<file path="src/rco_pkg.sv">
// Purpose: Shared constants and types for the reset indicator and cause log.
// Assumes: One 25 MHz system clock; byte-wide register port.
// Notes: Offsets and bit positions of the cause register and the status group.
package rco_pkg;
  localparam int unsigned CLK_HZ = 25_000_000;
  localparam int unsigned PULSE_CLKS = 256;
  localparam int unsigned POWERUP_MAX_CLKS = 258;
  localparam logic [3:0] ADDR_CAUSE = 4'h0;
  localparam logic [3:0] ADDR_IRQ_STAT = 4'h1;
  localparam logic [3:0] ADDR_IRQ_EN = 4'h2;
  localparam logic [3:0] ADDR_IRQ_CLR = 4'h3;
  localparam int unsigned BIT_OE = 7;
  localparam int unsigned BIT_WD = 2;
  localparam int unsigned BIT_CMD = 1;
  localparam int unsigned BIT_EXT = 0;
  localparam logic [7:0] CAUSE_RESET = 8'h01;
  localparam logic [7:0] WRITE_MASK = 8'h80;
  localparam logic [7:0] UNMAPPED_DATA = 8'h00;
  localparam int unsigned EVT_PULSE_DONE = 1;
  localparam int unsigned EVT_PULSE_START = 0;
  localparam logic [1:0] EVT_RESET = 2'h0;
  typedef struct packed {
    logic [3:0] addr;
    logic [7:0] wdata;
    logic wr;
    logic rd;
  } rco_bus_req_t;
  typedef struct packed {
    logic ext;
    logic cmd;
    logic wd;
  } rco_rst_src_t;
endpackage

</file>
<file path="src/rco_reset_out.sv">
// Purpose: Reset indication output pulse and reset-cause register.
// Assumes: Reset-source strobes are one-cycle pulses synchronous to core_clk.
// Notes: The pin is driven low while the pulse runs and released to high otherwise.
`timescale 1ns/1ps
module rco_reset_out #(
  parameter int unsigned PULSE_LEN = rco_pkg::PULSE_CLKS
) (
  input wire logic core_clk,
  input wire logic nrst,
  input wire rco_pkg::rco_bus_req_t bus_req,
  output logic [7:0] bus_rdata,
  input wire rco_pkg::rco_rst_src_t rst_src,
  output logic shared_port_pin_o,
  output logic shared_port_pin_oe,
  output logic internal_reset_indicator_out,
  output logic irq
);
  import rco_pkg::*;

  // ****************************************************************
  // Parameter checks
  // ****************************************************************

  // The pulse counter is 16 bits wide, so a longer pulse cannot be timed.
  if (PULSE_LEN < 1 || PULSE_LEN > 65535) begin : g_bad_len
    $error("PULSE_LEN out of range");
  end

  localparam int unsigned N_EVT = 2;
  localparam logic [15:0] CNT_LAST = 16'(PULSE_LEN - 1);
  localparam logic [7:0] CAUSE_READ_MASK = WRITE_MASK | 8'h07;

  // The status and enable bits must fit the byte-wide read port.
  if (N_EVT > 8) begin : g_bad_evt
    $error("N_EVT out of range");
  end

  // ****************************************************************
  // State
  // ****************************************************************

  logic [7:0] cause_r;
  logic [7:0] cause_nxt;
  logic [N_EVT-1:0] stat_r;
  logic [N_EVT-1:0] stat_nxt;
  logic [N_EVT-1:0] en_r;
  logic [N_EVT-1:0] en_nxt;
  logic [15:0] cnt_r;
  logic [15:0] cnt_nxt;
  logic pin_low_r;
  logic pin_low_nxt;
  logic pin_hi_r;
  logic oe_r;
  logic [7:0] rdata_r;
  logic [7:0] rdata_nxt;
  logic irq_r;
  logic irq_nxt;

  // ****************************************************************
  // Register decode
  // ****************************************************************

  wire wr_cause;
  wire wr_en;
  wire wr_clr;
  wire rd_cause;
  wire rd_stat;
  wire rd_en;
  wire [N_EVT-1:0] clr_bits;

  assign wr_cause = bus_req.wr && (bus_req.addr == ADDR_CAUSE);
  assign wr_en = bus_req.wr && (bus_req.addr == ADDR_IRQ_EN);
  assign wr_clr = bus_req.wr && (bus_req.addr == ADDR_IRQ_CLR);
  assign rd_cause = bus_req.rd && (bus_req.addr == ADDR_CAUSE);
  assign rd_stat = bus_req.rd && (bus_req.addr == ADDR_IRQ_STAT);
  assign rd_en = bus_req.rd && (bus_req.addr == ADDR_IRQ_EN);
  assign clr_bits = wr_clr ? bus_req.wdata[N_EVT-1:0] : {N_EVT{1'b0}};

  // ****************************************************************
  // Reset sources
  // ****************************************************************

  wire src_ext;
  wire src_cmd;
  wire src_wd;
  wire any_src;
  wire internal_rst;

  assign src_ext = rst_src.ext;
  assign src_cmd = rst_src.cmd;
  assign src_wd = rst_src.wd;
  assign any_src = src_ext | src_cmd | src_wd;
  // An external reset masks internal ones in the same cycle, so a pulse that is
  // wired back to the input can never retrigger itself.
  assign internal_rst = (src_cmd | src_wd) & ~src_ext;

  // ****************************************************************
  // Cause register
  // ****************************************************************

  // Priority is external, then instruction, then watchdog, so exactly one flag
  // stays set even when sources coincide.
  wire flag_ext_nxt = src_ext;
  wire flag_cmd_nxt = src_cmd & ~src_ext;
  wire flag_wd_nxt = src_wd & ~src_ext & ~src_cmd;
  wire oe_bit_nxt = wr_cause ? bus_req.wdata[BIT_OE] : cause_r[BIT_OE];

  always_comb begin
    cause_nxt = cause_r;
    cause_nxt[BIT_OE] = oe_bit_nxt;
    if (any_src) begin
      cause_nxt[BIT_EXT] = flag_ext_nxt;
      cause_nxt[BIT_CMD] = flag_cmd_nxt;
      cause_nxt[BIT_WD] = flag_wd_nxt;
    end
  end

  // Only the enable bit and the one-hot cause flags can ever hold a one.
  always_ff @(posedge core_clk) begin
    if (!nrst) begin
      cause_r <= CAUSE_RESET;
    end else begin
      cause_r <= cause_nxt;
    end
  end

  // ****************************************************************
  // Pulse control
  // ****************************************************************

  wire output_on = cause_r[BIT_OE];
  wire start = output_on && internal_rst && !pin_low_r;
  wire last = pin_low_r && (cnt_r == CNT_LAST);

  // A trigger that arrives while a pulse runs is dropped, not restarted.
  always_comb begin
    cnt_nxt = cnt_r;
    pin_low_nxt = pin_low_r;
    if (start) begin
      pin_low_nxt = 1'b1;
      cnt_nxt = 16'h0000;
    end else if (last) begin
      pin_low_nxt = 1'b0;
      cnt_nxt = 16'h0000;
    end else if (pin_low_r) begin
      cnt_nxt = cnt_r + 16'h0001;
    end
  end

  // ****************************************************************
  // Pulse counter
  // ****************************************************************

  always_ff @(posedge core_clk) begin
    if (!nrst) begin
      cnt_r <= 16'h0000;
    end else begin
      cnt_r <= cnt_nxt;
    end
  end

  // ****************************************************************
  // Pulse state
  // ****************************************************************

  // Reset releases the pin, so the power-on low time is zero clocks.
  always_ff @(posedge core_clk) begin
    if (!nrst) begin
      pin_low_r <= 1'b0;
    end else begin
      pin_low_r <= pin_low_nxt;
    end
  end

  // ****************************************************************
  // Pin drivers
  // ****************************************************************

  // Level and enable both come from flops so that no decode glitch reaches the pin.
  always_ff @(posedge core_clk) begin
    if (!nrst) begin
      pin_hi_r <= 1'b1;
    end else begin
      pin_hi_r <= ~pin_low_nxt;
    end
  end

  // The pin belongs to this function whenever the block runs.
  always_ff @(posedge core_clk) begin
    if (!nrst) begin
      oe_r <= 1'b1;
    end else begin
      oe_r <= 1'b1;
    end
  end

  // ****************************************************************
  // Interrupt status
  // ****************************************************************

  wire [N_EVT-1:0] evt;
  assign evt[EVT_PULSE_START] = start;
  assign evt[EVT_PULSE_DONE] = last;

  for (genvar i = 0; i < N_EVT; i++) begin : g_evt
    // A new event wins over a clear in the same cycle.
    assign stat_nxt[i] = evt[i] | (stat_r[i] & ~clr_bits[i]);
    assign en_nxt[i] = wr_en ? bus_req.wdata[i] : en_r[i];
  end

  assign irq_nxt = |(stat_nxt & en_nxt);

  always_ff @(posedge core_clk) begin
    if (!nrst) begin
      stat_r <= EVT_RESET;
    end else begin
      stat_r <= stat_nxt;
    end
  end

  // ****************************************************************
  // Interrupt enable
  // ****************************************************************

  always_ff @(posedge core_clk) begin
    if (!nrst) begin
      en_r <= EVT_RESET;
    end else begin
      en_r <= en_nxt;
    end
  end

  // ****************************************************************
  // Interrupt output
  // ****************************************************************

  // The line follows the next status and enable, so it rises with the event.
  always_ff @(posedge core_clk) begin
    if (!nrst) begin
      irq_r <= 1'b0;
    end else begin
      irq_r <= irq_nxt;
    end
  end

  // ****************************************************************
  // Read data
  // ****************************************************************

  wire [7:0] rdata_cause = cause_r & CAUSE_READ_MASK;
  wire [7:0] rdata_stat = {{(8 - N_EVT){1'b0}}, stat_r};
  wire [7:0] rdata_en = {{(8 - N_EVT){1'b0}}, en_r};

  // Unmapped offsets and idle cycles read as zero.
  always_comb begin
    rdata_nxt = UNMAPPED_DATA;
    if (rd_cause) begin
      rdata_nxt = rdata_cause;
    end else if (rd_stat) begin
      rdata_nxt = rdata_stat;
    end else if (rd_en) begin
      rdata_nxt = rdata_en;
    end
  end

  always_ff @(posedge core_clk) begin
    if (!nrst) begin
      rdata_r <= UNMAPPED_DATA;
    end else begin
      rdata_r <= rdata_nxt;
    end
  end

  // ****************************************************************
  // Outputs
  // ****************************************************************

  assign shared_port_pin_o = pin_hi_r;
  assign shared_port_pin_oe = oe_r;
  assign internal_reset_indicator_out = pin_hi_r;
  assign bus_rdata = rdata_r;
  assign irq = irq_r;
endmodule

</file>
<file path="config.mk">
export PLATFORM = sky130hd
export DESIGN_NAME = rco_reset_out
export DESIGN_NICKNAME = d
export VERILOG_FILES = /design/src/rco_pkg.sv /design/src/rco_reset_out.sv
export SDC_FILE = /design/constraint.sdc
export NUM_CORES = 1
export LEC_CHECK = 0
export BUFFER_PORTS_ARGS = -buffer_cell sky130_fd_sc_hd__buf_2
export CAP_MARGIN = 20
export CORE_ASPECT_RATIO = 0.5
export CORE_MARGIN = 1.5
export CORE_UTILIZATION = 50
export CTS_BUF_LIST = sky130_fd_sc_hd__clkbuf_4 sky130_fd_sc_hd__clkbuf_8
export DETAILED_ROUTE_END_ITERATION = 10
export PLACE_DENSITY = 0.77
export SLEW_MARGIN = 20
export SYNTH_ARGS = -nofsm -noshare
export SYNTH_HDL_FRONTEND = slang
export SYNTH_SLANG_ARGS = --single-unit
export TNS_END_PERCENT = 10
</file>
<file path="constraint.sdc">
create_clock -name core_clk -period 2 [get_ports core_clk]
set_input_delay 0.1 -clock core_clk [delete_from_list [all_inputs] [get_ports core_clk]]
set_output_delay 0.1 -clock core_clk [all_outputs]
set_load 0.01 [all_outputs]
</file>
==> run summary, run 1 <==
The number of buffers added by the clock tree synthesis step came out at 5. The global routing stage identified its most utilized layer as met2. The biggest fanout along the worst timing path came out at 16. Leaving out fill and tap cells, the most frequent cells in the layout are 31 x sky130_fd_sc_hd__dfxtp_1, 21 x sky130_fd_sc_hd__nor2_1, 20 x sky130_fd_sc_hd__buf_2. The filler cells instantiated in the layout total around 230. The routed wire length came out at 2550 µm.

In the routed design, unresolved DRC markers number 0. The count of hold-fix buffers inserted at cts is 0. Max-cap violations in this run came to 0. In the final routed layout, each cell accounts on average for roughly 12 µm. The clock period could shrink to approximately 1.7 ns. The detail-routed via count per cell came out at ~5.3. The count of unique library cells instantiated by Yosys is 37. Setup slack closes at 0.327 ns. Setup total negative slack on the finished layout was measured at 0 ns.

The async set or reset register ratio after synthesis came out at 0%. The die outline area came out at 3210 µm². For the worst-skew pair, the clock arrives at the later sink with an insertion delay of roughly 0.28 ns. The total standard cell area after synthesis came out at roughly 1400 µm². The number of sinks handled by clock tree synthesis came out at 31. The achievable clock frequency is roughly 600 MHz. Gates resized during post-CTS repair numbered 0. The met3 layer usage reported by global route is under 10%. In the synthesized netlist the dominant register cell turns out to be sky130_fd_sc_hd__dfxtp_1. The data required time of the worst path is around 2.2 ns. Counting every instance in the synthesized netlist gives ~150.

Yosys mapped a number of flops with a built-in enable equal to 0. The placer congestion estimate came out at between 0.8 and 0.9. In this run the standard cell core region covers around 2700 µm².

The number of placement rows came out at 13. The detailed router placed roughly 1,100 vias in this run. The multi-input logic area is between 700 and 800 µm².

The HPWL reported at the end of detailed placement came out at between 1500 and 2000 µm. The max-slew violation total from the final report came out at 0. The instance count after placement with tap cells included is approximately 210. The hold path startpoint is rst_src[1]. The layout net count is 196. The maximum ir drop on the vdd rail is between 0.3 and 0.4 mV.

The initial core utilization is a little over half. The maximum clock path buffer count is 2. The setup-violating endpoint count in the final report came out at 0.

Post-CTS timing repair inserted 0 buffers for setup. The library cell used most frequently in the layout, excluding fill and tap cells, is sky130_fd_sc_hd__dfxtp_1. At the pin with the least slew margin, the transition time is between 0.4 and 0.5 ns. Clock skew on the completed layout was measured at approximately 0.0033 ns. The area added between synthesis and finish is 13.0%. Setup repair after global routing left no endpoint under its margin. In this run the critical register-to-register path is captured at cnt_r[7]. The analysis attributes to cell leakage a power of 0.649 nW.

The share of layout cells above drive strength 1 is between 20 and 25%. The detailed router finished its first iteration with 80 violations. The final hold violation count is 0.

The final global-route overflow total is 0. The count of port buffers added during placement came out at 20. The Yosys step of the flow raised 0 warnings. The final clock period utilization by the worst path is 83.7%. The path class of the tightest hold or removal check is in2reg. In this run the power density over the cells is just over 700 nW/µm². Once layout is complete, the cells apart from fillers number 214.

The floorplan step set the die height to roughly 41 µm. The count of antenna diodes in the layout is 0. The type of element capturing the critical path is a register. The clock-pin slew on the worst setup and hold paths came out at around 0.060 ns. Before antenna repair, the detailed router went through 4 iterations. The total power after layout is 0.00117 W.

The first global-routing pass estimated 4230 µm of wire. The worst hold path was traced through 2 stages. Registers take 621 µm². After synthesis, the mean cell area works out to 9.28 µm². Across all register-to-register paths, the minimum setup slack is ~0.33 ns. Global routing used between 30% and 40% of the available met2 tracks. The number of global-route vias before repair is 971. The reg-to-reg critical path startpoint is cnt_r[0].

The maximum number of pins on one net before global-route repair is 17. The remaining max-slew budget at the tightest pin is between 60% and 70%. The met1 track utilization from global routing is a little over a fifth.

In this run the horizontal extent of the chip is approximately 79 µm. The top-level I/O count came out at 31. The number of routed nets with antenna violations came out at 0. The startpoint class of the critical path is a register. The run finished with clean final reports.

The critical path class is reg2reg. The TritonCTS clock tree is built. The overall global routing resource usage is 18.5%.

The initial antenna violation count was 0. The minimum setup slack after placement came out at between 0.3 and 0.4 ns. The level count of the clock H-tree is 2. The end-of-flow core utilization is roughly three fifths. CTS placed an instance of sky130_fd_sc_hd__clkbuf_8 at the clock tree root. The synthesized design contains 31 register bits.

For this run, the register share of the synthesized area comes to 43.4%. The depth of the worst register-to-register path came out at 5. For hold timing, the worst endpoint is cause_r[2]. The data arrival time at the worst-slack endpoint came out at approximately 1.8 ns.
where the power goes:
part / internal, W / leakage (nW) / total (W) / switching [W]
logic: 0.0000195 / 0.350 / 0.0000519 / 0.0000324
clock network: 0.000271 / 0.0491 / 0.000490 / 0.000220
registers: 0.000622 / 0.250 / 0.000625 / 0.00000262
worst max-delay path: stages, from the launching register on:
cell	delay [ns]
sky130_fd_sc_hd__dfxtp_1	0.43
sky130_fd_sc_hd__ha_1	0.22
sky130_fd_sc_hd__and4_1	0.23
sky130_fd_sc_hd__nand4_1	0.21
sky130_fd_sc_hd__nand3b_2	0.35
sky130_fd_sc_hd__nor2_1	0.10
registers in the layout (all words and copies together), names as in the netlist:
register,count
cnt_r,16
bus_rdata,4
cause_r,4
en_r,2
stat_r,2
internal_reset_indicator_out,1
irq,1
pin_low_r,1
routing by layer:
layer | wire length [µm] | up-vias
met5 | 0 | -
met4 | 23 | 0
li1 | - | 572
met3 | 129 | 4
met1 | 1220 | 518
met2 | 1180 | 31
worst max path at each step:
stage | from | endpoint | slack (ns) | cells after the start
after floorplan | cnt_r[0] | cnt_r[0] | 0.55 | 6
after global placement | cnt_r[0] | cnt_r[14] | 0.38 | 5
after detailed placement | cnt_r[0] | cnt_r[7] | 0.35 | 5
after CTS | cnt_r[0] | cnt_r[7] | 0.32 | 5
after global routing | cnt_r[0] | cnt_r[1] | 0.23 | 5
final | cnt_r[0] | cnt_r[7] | 0.33 | 5
logic make-up after synthesis:
kind of cell / after synthesis / share of synthesized area [%]
and+or+nand+nor: 76 / 32.1
DFF: 31 / 43.4
buffers and inverters: 16 / 6.57
xor gates and xnor gates: 13 / 7.97
AOI/OAI and AO/OA: 11 / 5.78
muxes: 4 / 2.80
other: 2 / 0.526
adders and majority gates: 1 / 0.876
Yosys cell counts, types with 3 or more instances:
| cell | instances | area, µm² |
|---|---|---|
| sky130_fd_sc_hd__buf_4 | 7 | 52.6 |
| sky130_fd_sc_hd__nand4_1 | 6 | 37.5 |
| sky130_fd_sc_hd__nand3_1 | 9 | 45.0 |
| sky130_fd_sc_hd__and3_1 | 3 | 18.8 |
| sky130_fd_sc_hd__dfxtp_1 | 31 | 621 |
| sky130_fd_sc_hd__mux2i_1 | 4 | 40.0 |
| sky130_fd_sc_hd__inv_1 | 7 | 26.3 |
| sky130_fd_sc_hd__xor2_1 | 4 | 35.0 |
| sky130_fd_sc_hd__xnor2_1 | 9 | 78.8 |
| sky130_fd_sc_hd__nor4_1 | 3 | 18.8 |
| sky130_fd_sc_hd__nor4_2 | 4 | 50.1 |
| sky130_fd_sc_hd__nor2_1 | 21 | 78.8 |
| sky130_fd_sc_hd__nor2b_1 | 5 | 31.3 |
| sky130_fd_sc_hd__nand2_1 | 9 | 33.8 |
| sky130_fd_sc_hd__a21oi_1 | 3 | 15.0 |
| sky130_fd_sc_hd__nand2b_1 | 3 | 18.8 |
metrics by stage:
stage | hold slack [ns] | area, µm²
CTS | 0.00325 | 1620
detailed placement | 0.306 | 1530
global placement | 0.298 | 1530
global route | 0.00221 | 1620
finish | 0.0143 | 1620
floorplan | 0.179 | 1440
cell type report:
class,instances,area share (%)
Clock buffer,7,5.19
Clock inverter,1,0.310
Tap cell,37,2.87
Inverter,7,1.63
Sequential cell,31,38.4
Timing Repair Buffer,21,6.66
Multi-Input combinational cell,110,44.9
No activity file was read; power rests on OpenSTA's default activity.
==> run 2: changes to the inputs <==
==> constraint.sdc (replaced) <==
create_clock -name core_clk -period 1.6 [get_ports core_clk]
set_input_delay 0.08 -clock core_clk [delete_from_list [all_inputs] [get_ports core_clk]]
set_output_delay 0.08 -clock core_clk [all_outputs]
set_load 0.01 [all_outputs]
==> run summary, run 2 (synthesis gave the netlist of run 1 again) <==
The run finished with clean final reports. TritonCTS built the clock tree. The final hold violation count was 0 (unchanged).

Setup repair after global routing left no endpoint under its margin. The area added between synthesis and finish came out at 18.6%. The final clock period utilization by the worst path is 91.3% (+7.6 points). The instance count after placement with tap cells included came out at 210 (+1.9%).

The count of port buffers added during placement is 20 (unchanged). The core footprint is 2650 µm² (unchanged). The share of layout cells above drive strength 1 is 23.6% (+2.2 points).

The minimum setup slack after placement came to 0.0548 ns (-0.295 ns). The post-layout instance count excluding filler cells is 219 (+2.3%). The number of violations of the max-capacitance limit came out at 0 (unchanged). The placer congestion estimate is 0.879 (+4.0%). The number of filler cells placed in the layout came out at 219 (-6.4%). The HPWL reported at the end of detailed placement came out at 1950 µm (+6.0%). The max-slew violation total from the final report is 0 (unchanged).

Leaving out fill and tap cells, the most frequent cells in the layout are 30 x sky130_fd_sc_hd__dfxtp_1, 21 x sky130_fd_sc_hd__nor2_1, 20 x sky130_fd_sc_hd__buf_2. The level count of the clock H-tree is 2 (unchanged). The achievable clock frequency was 685 MHz (+15%).

The end-of-flow core utilization came to 63.9% (+3.0 points). The worst clock skew is 0.00526 ns (+0.00192 ns). The data arrival time at the worst-slack endpoint was 1.64 ns (-0.19 ns). The root buffer cell chosen for the clock tree is sky130_fd_sc_hd__clkbuf_8. The final routed DRC violation total is 0 (unchanged). The number of setup buffers added after CTS was 0 (unchanged). The sum of negative setup slack was 0 ns (unchanged). The flip-flop count of the largest register after layout is 16 (unchanged).

The insertion delay of the later-clocked pin in the worst-skew pair is 0.29 ns (about the same). STA classifies the critical path endpoint as a register. The initial core utilization is 53.9% (unchanged).

The post-detailed-route wirelength per cell came out at 12.0 µm (+0.28%). The cell with the largest stage delay on the worst path is sky130_fd_sc_hd__dfxtp_1. The maximum clock path buffer count is 2 (unchanged). The maximum number of pins on one net before global-route repair was 17 (unchanged). The worst-case setup margin in the final layout was 0.139 ns (-0.188 ns). The final instance area is 1690 µm² (+4.9%).

The vertical die dimension is 40.8 µm (unchanged). The number of routed nets with antenna violations came out at 0 (unchanged). The library cell used most frequently in the layout, excluding fill and tap cells, is sky130_fd_sc_hd__dfxtp_1. The number of DRC markers after the initial detailed-route iteration came to 19 (-76%). The path class of the tightest hold or removal check is in2reg. The initial antenna violation count came to 0 (unchanged). The number of placement rows is 13 (unchanged). The layout net count came out at 201 (+2.6%). The detail-routed via count per cell came out at 5.17 (-1.7%). The maximum ir drop on the vdd rail is 0.541 mV (+41%). The final global-route overflow total came out at 0 (unchanged).

The sum of buffers and inverters on the critical path came to 2 (+2). The overall global routing resource usage is 18.5% (+0.019 points). The routed wire length came out at 2620 µm (+2.6%). The setup-violating endpoint count in the final report came to 0 (unchanged).

The number of buffers added by the clock tree synthesis step came out at 5 (unchanged). The signal on the critical path passes through nor4_1 -> nand4_1 -> buf_4 -> o211ai_1 -> inv_1. The critical path's largest stage delay is 0.37 ns (-0.06 ns). The critical path class is reg2reg. The number of global-route vias before repair came to 970 (-0.10%). The global-route wire length before repair is 4230 µm (unchanged). The number of sinks handled by clock tree synthesis came out at 31 (unchanged). The number of vias after detailed routing came to 1,132 (+0.62%).

On the critical path the largest part of the delay comes from simple AND/OR/NAND/NOR gates. The worst setup path is launched from a register. The setup slack on the worst flop-to-flop path came to 0.14 ns (-0.19 ns). The top-level I/O count is 31 (unchanged).

The count of antenna diodes in the layout came out at 0 (unchanged). The die span in x is 78.6 µm (unchanged). The clock-pin slew on the worst setup and hold paths came to 0.06 ns (about the same).

The data required time of the worst path came out at 1.78 ns (-0.38 ns). The leakage power summed over all cells came to 0.687 nW (+5.9%). cnt_r holds more flip-flops than any other register.

The minimum clock period after layout is 1.46 ns (-0.212 ns). The cell area after placement came out at 1560 µm² (+2.0%). The count of TritonRoute iterations in the first routing pass came out at 4 (unchanged). The power density over the cells is 968 nW/µm² (+34%). The die outline area is 3210 µm² (unchanged).

The biggest fanout along the worst timing path is 6 (-10).
-- run 2: final timing paths --
| check | endpoint | cells past startpoint | start |
|---|---|---|---|
| worst max-delay path | pin_low_r | 5 | cnt_r[8] |
| worst min-delay path | cause_r[7] | 3 | bus_req[9] |
| worst max register to register | pin_low_r | 5 | cnt_r[8] |
| worst min register to register | cause_r[0] | 1 | cause_r[0] |
-- run 2: routing by layer --
| layer | part of all wire [%] | wire [µm] | vias up | global-route usage (%) |
|---|---|---|---|---|
| met3 | 5.7 | 150 | 7 | 7.33 |
| met5 | 0 | 0 | - | 0 |
| met1 | 46 | 1200 | 517 | 20.8 |
| met2 | 46 | 1210 | 26 | 32.8 |
| li1 | - | - | 582 | - |
| met4 | 2.1 | 55 | 0 | 8.48 |
-- run 2: area by class of cell --
type | instances | area (µm²) | area share [%]
clock buffer | 6 | 82.6 | 4.87
clock inverter | 2 | 35.0 | 2.07
sequential | 31 | 622 | 36.7
multi-input combinational | 110 | 734 | 43.4
inverter | 7 | 26.3 | 1.55
timing repair buffer | 26 | 148 | 8.71
tap | 37 | 46.3 | 2.73
-- run 2: repair_timing --
| action | in CTS | in global routing |
|---|---|---|
| hold buffers | 1 | 0 |
| setup endpoints to repair | 0 | 16 |
| resized for setup | 0 | 2 |
| hold endpoints to repair | 1 | 0 |
-- run 2: tightest hold or removal path, delay by kind of cell --
family        cells  cell delay (ns)
buf+inv           1             0.07
mux               1             0.05
simple gates      1             0.09
-- run 2: power by group --
| group | switching (W) | internal (W) | total [W] | leakage, nW |
|---|---|---|---|---|
| Sequential | 0.00000307 | 0.000777 | 0.000780 | 0.251 |
| Combinational | 0.0000427 | 0.0000272 | 0.0000699 | 0.375 |
| Clock | 0.000286 | 0.000503 | 0.000789 | 0.0612 |
-- run 2: stage by stage --
step           hold WS [ns]  power (W)
6_report             0.0434    0.00164
5_1_grt              0.0741    0.00170
4_1_cts              0.0420    0.00165
3_5_place_dp          0.288   0.000862
3_3_place_gp          0.278   0.000861
2_1_floorplan         0.159   0.000843
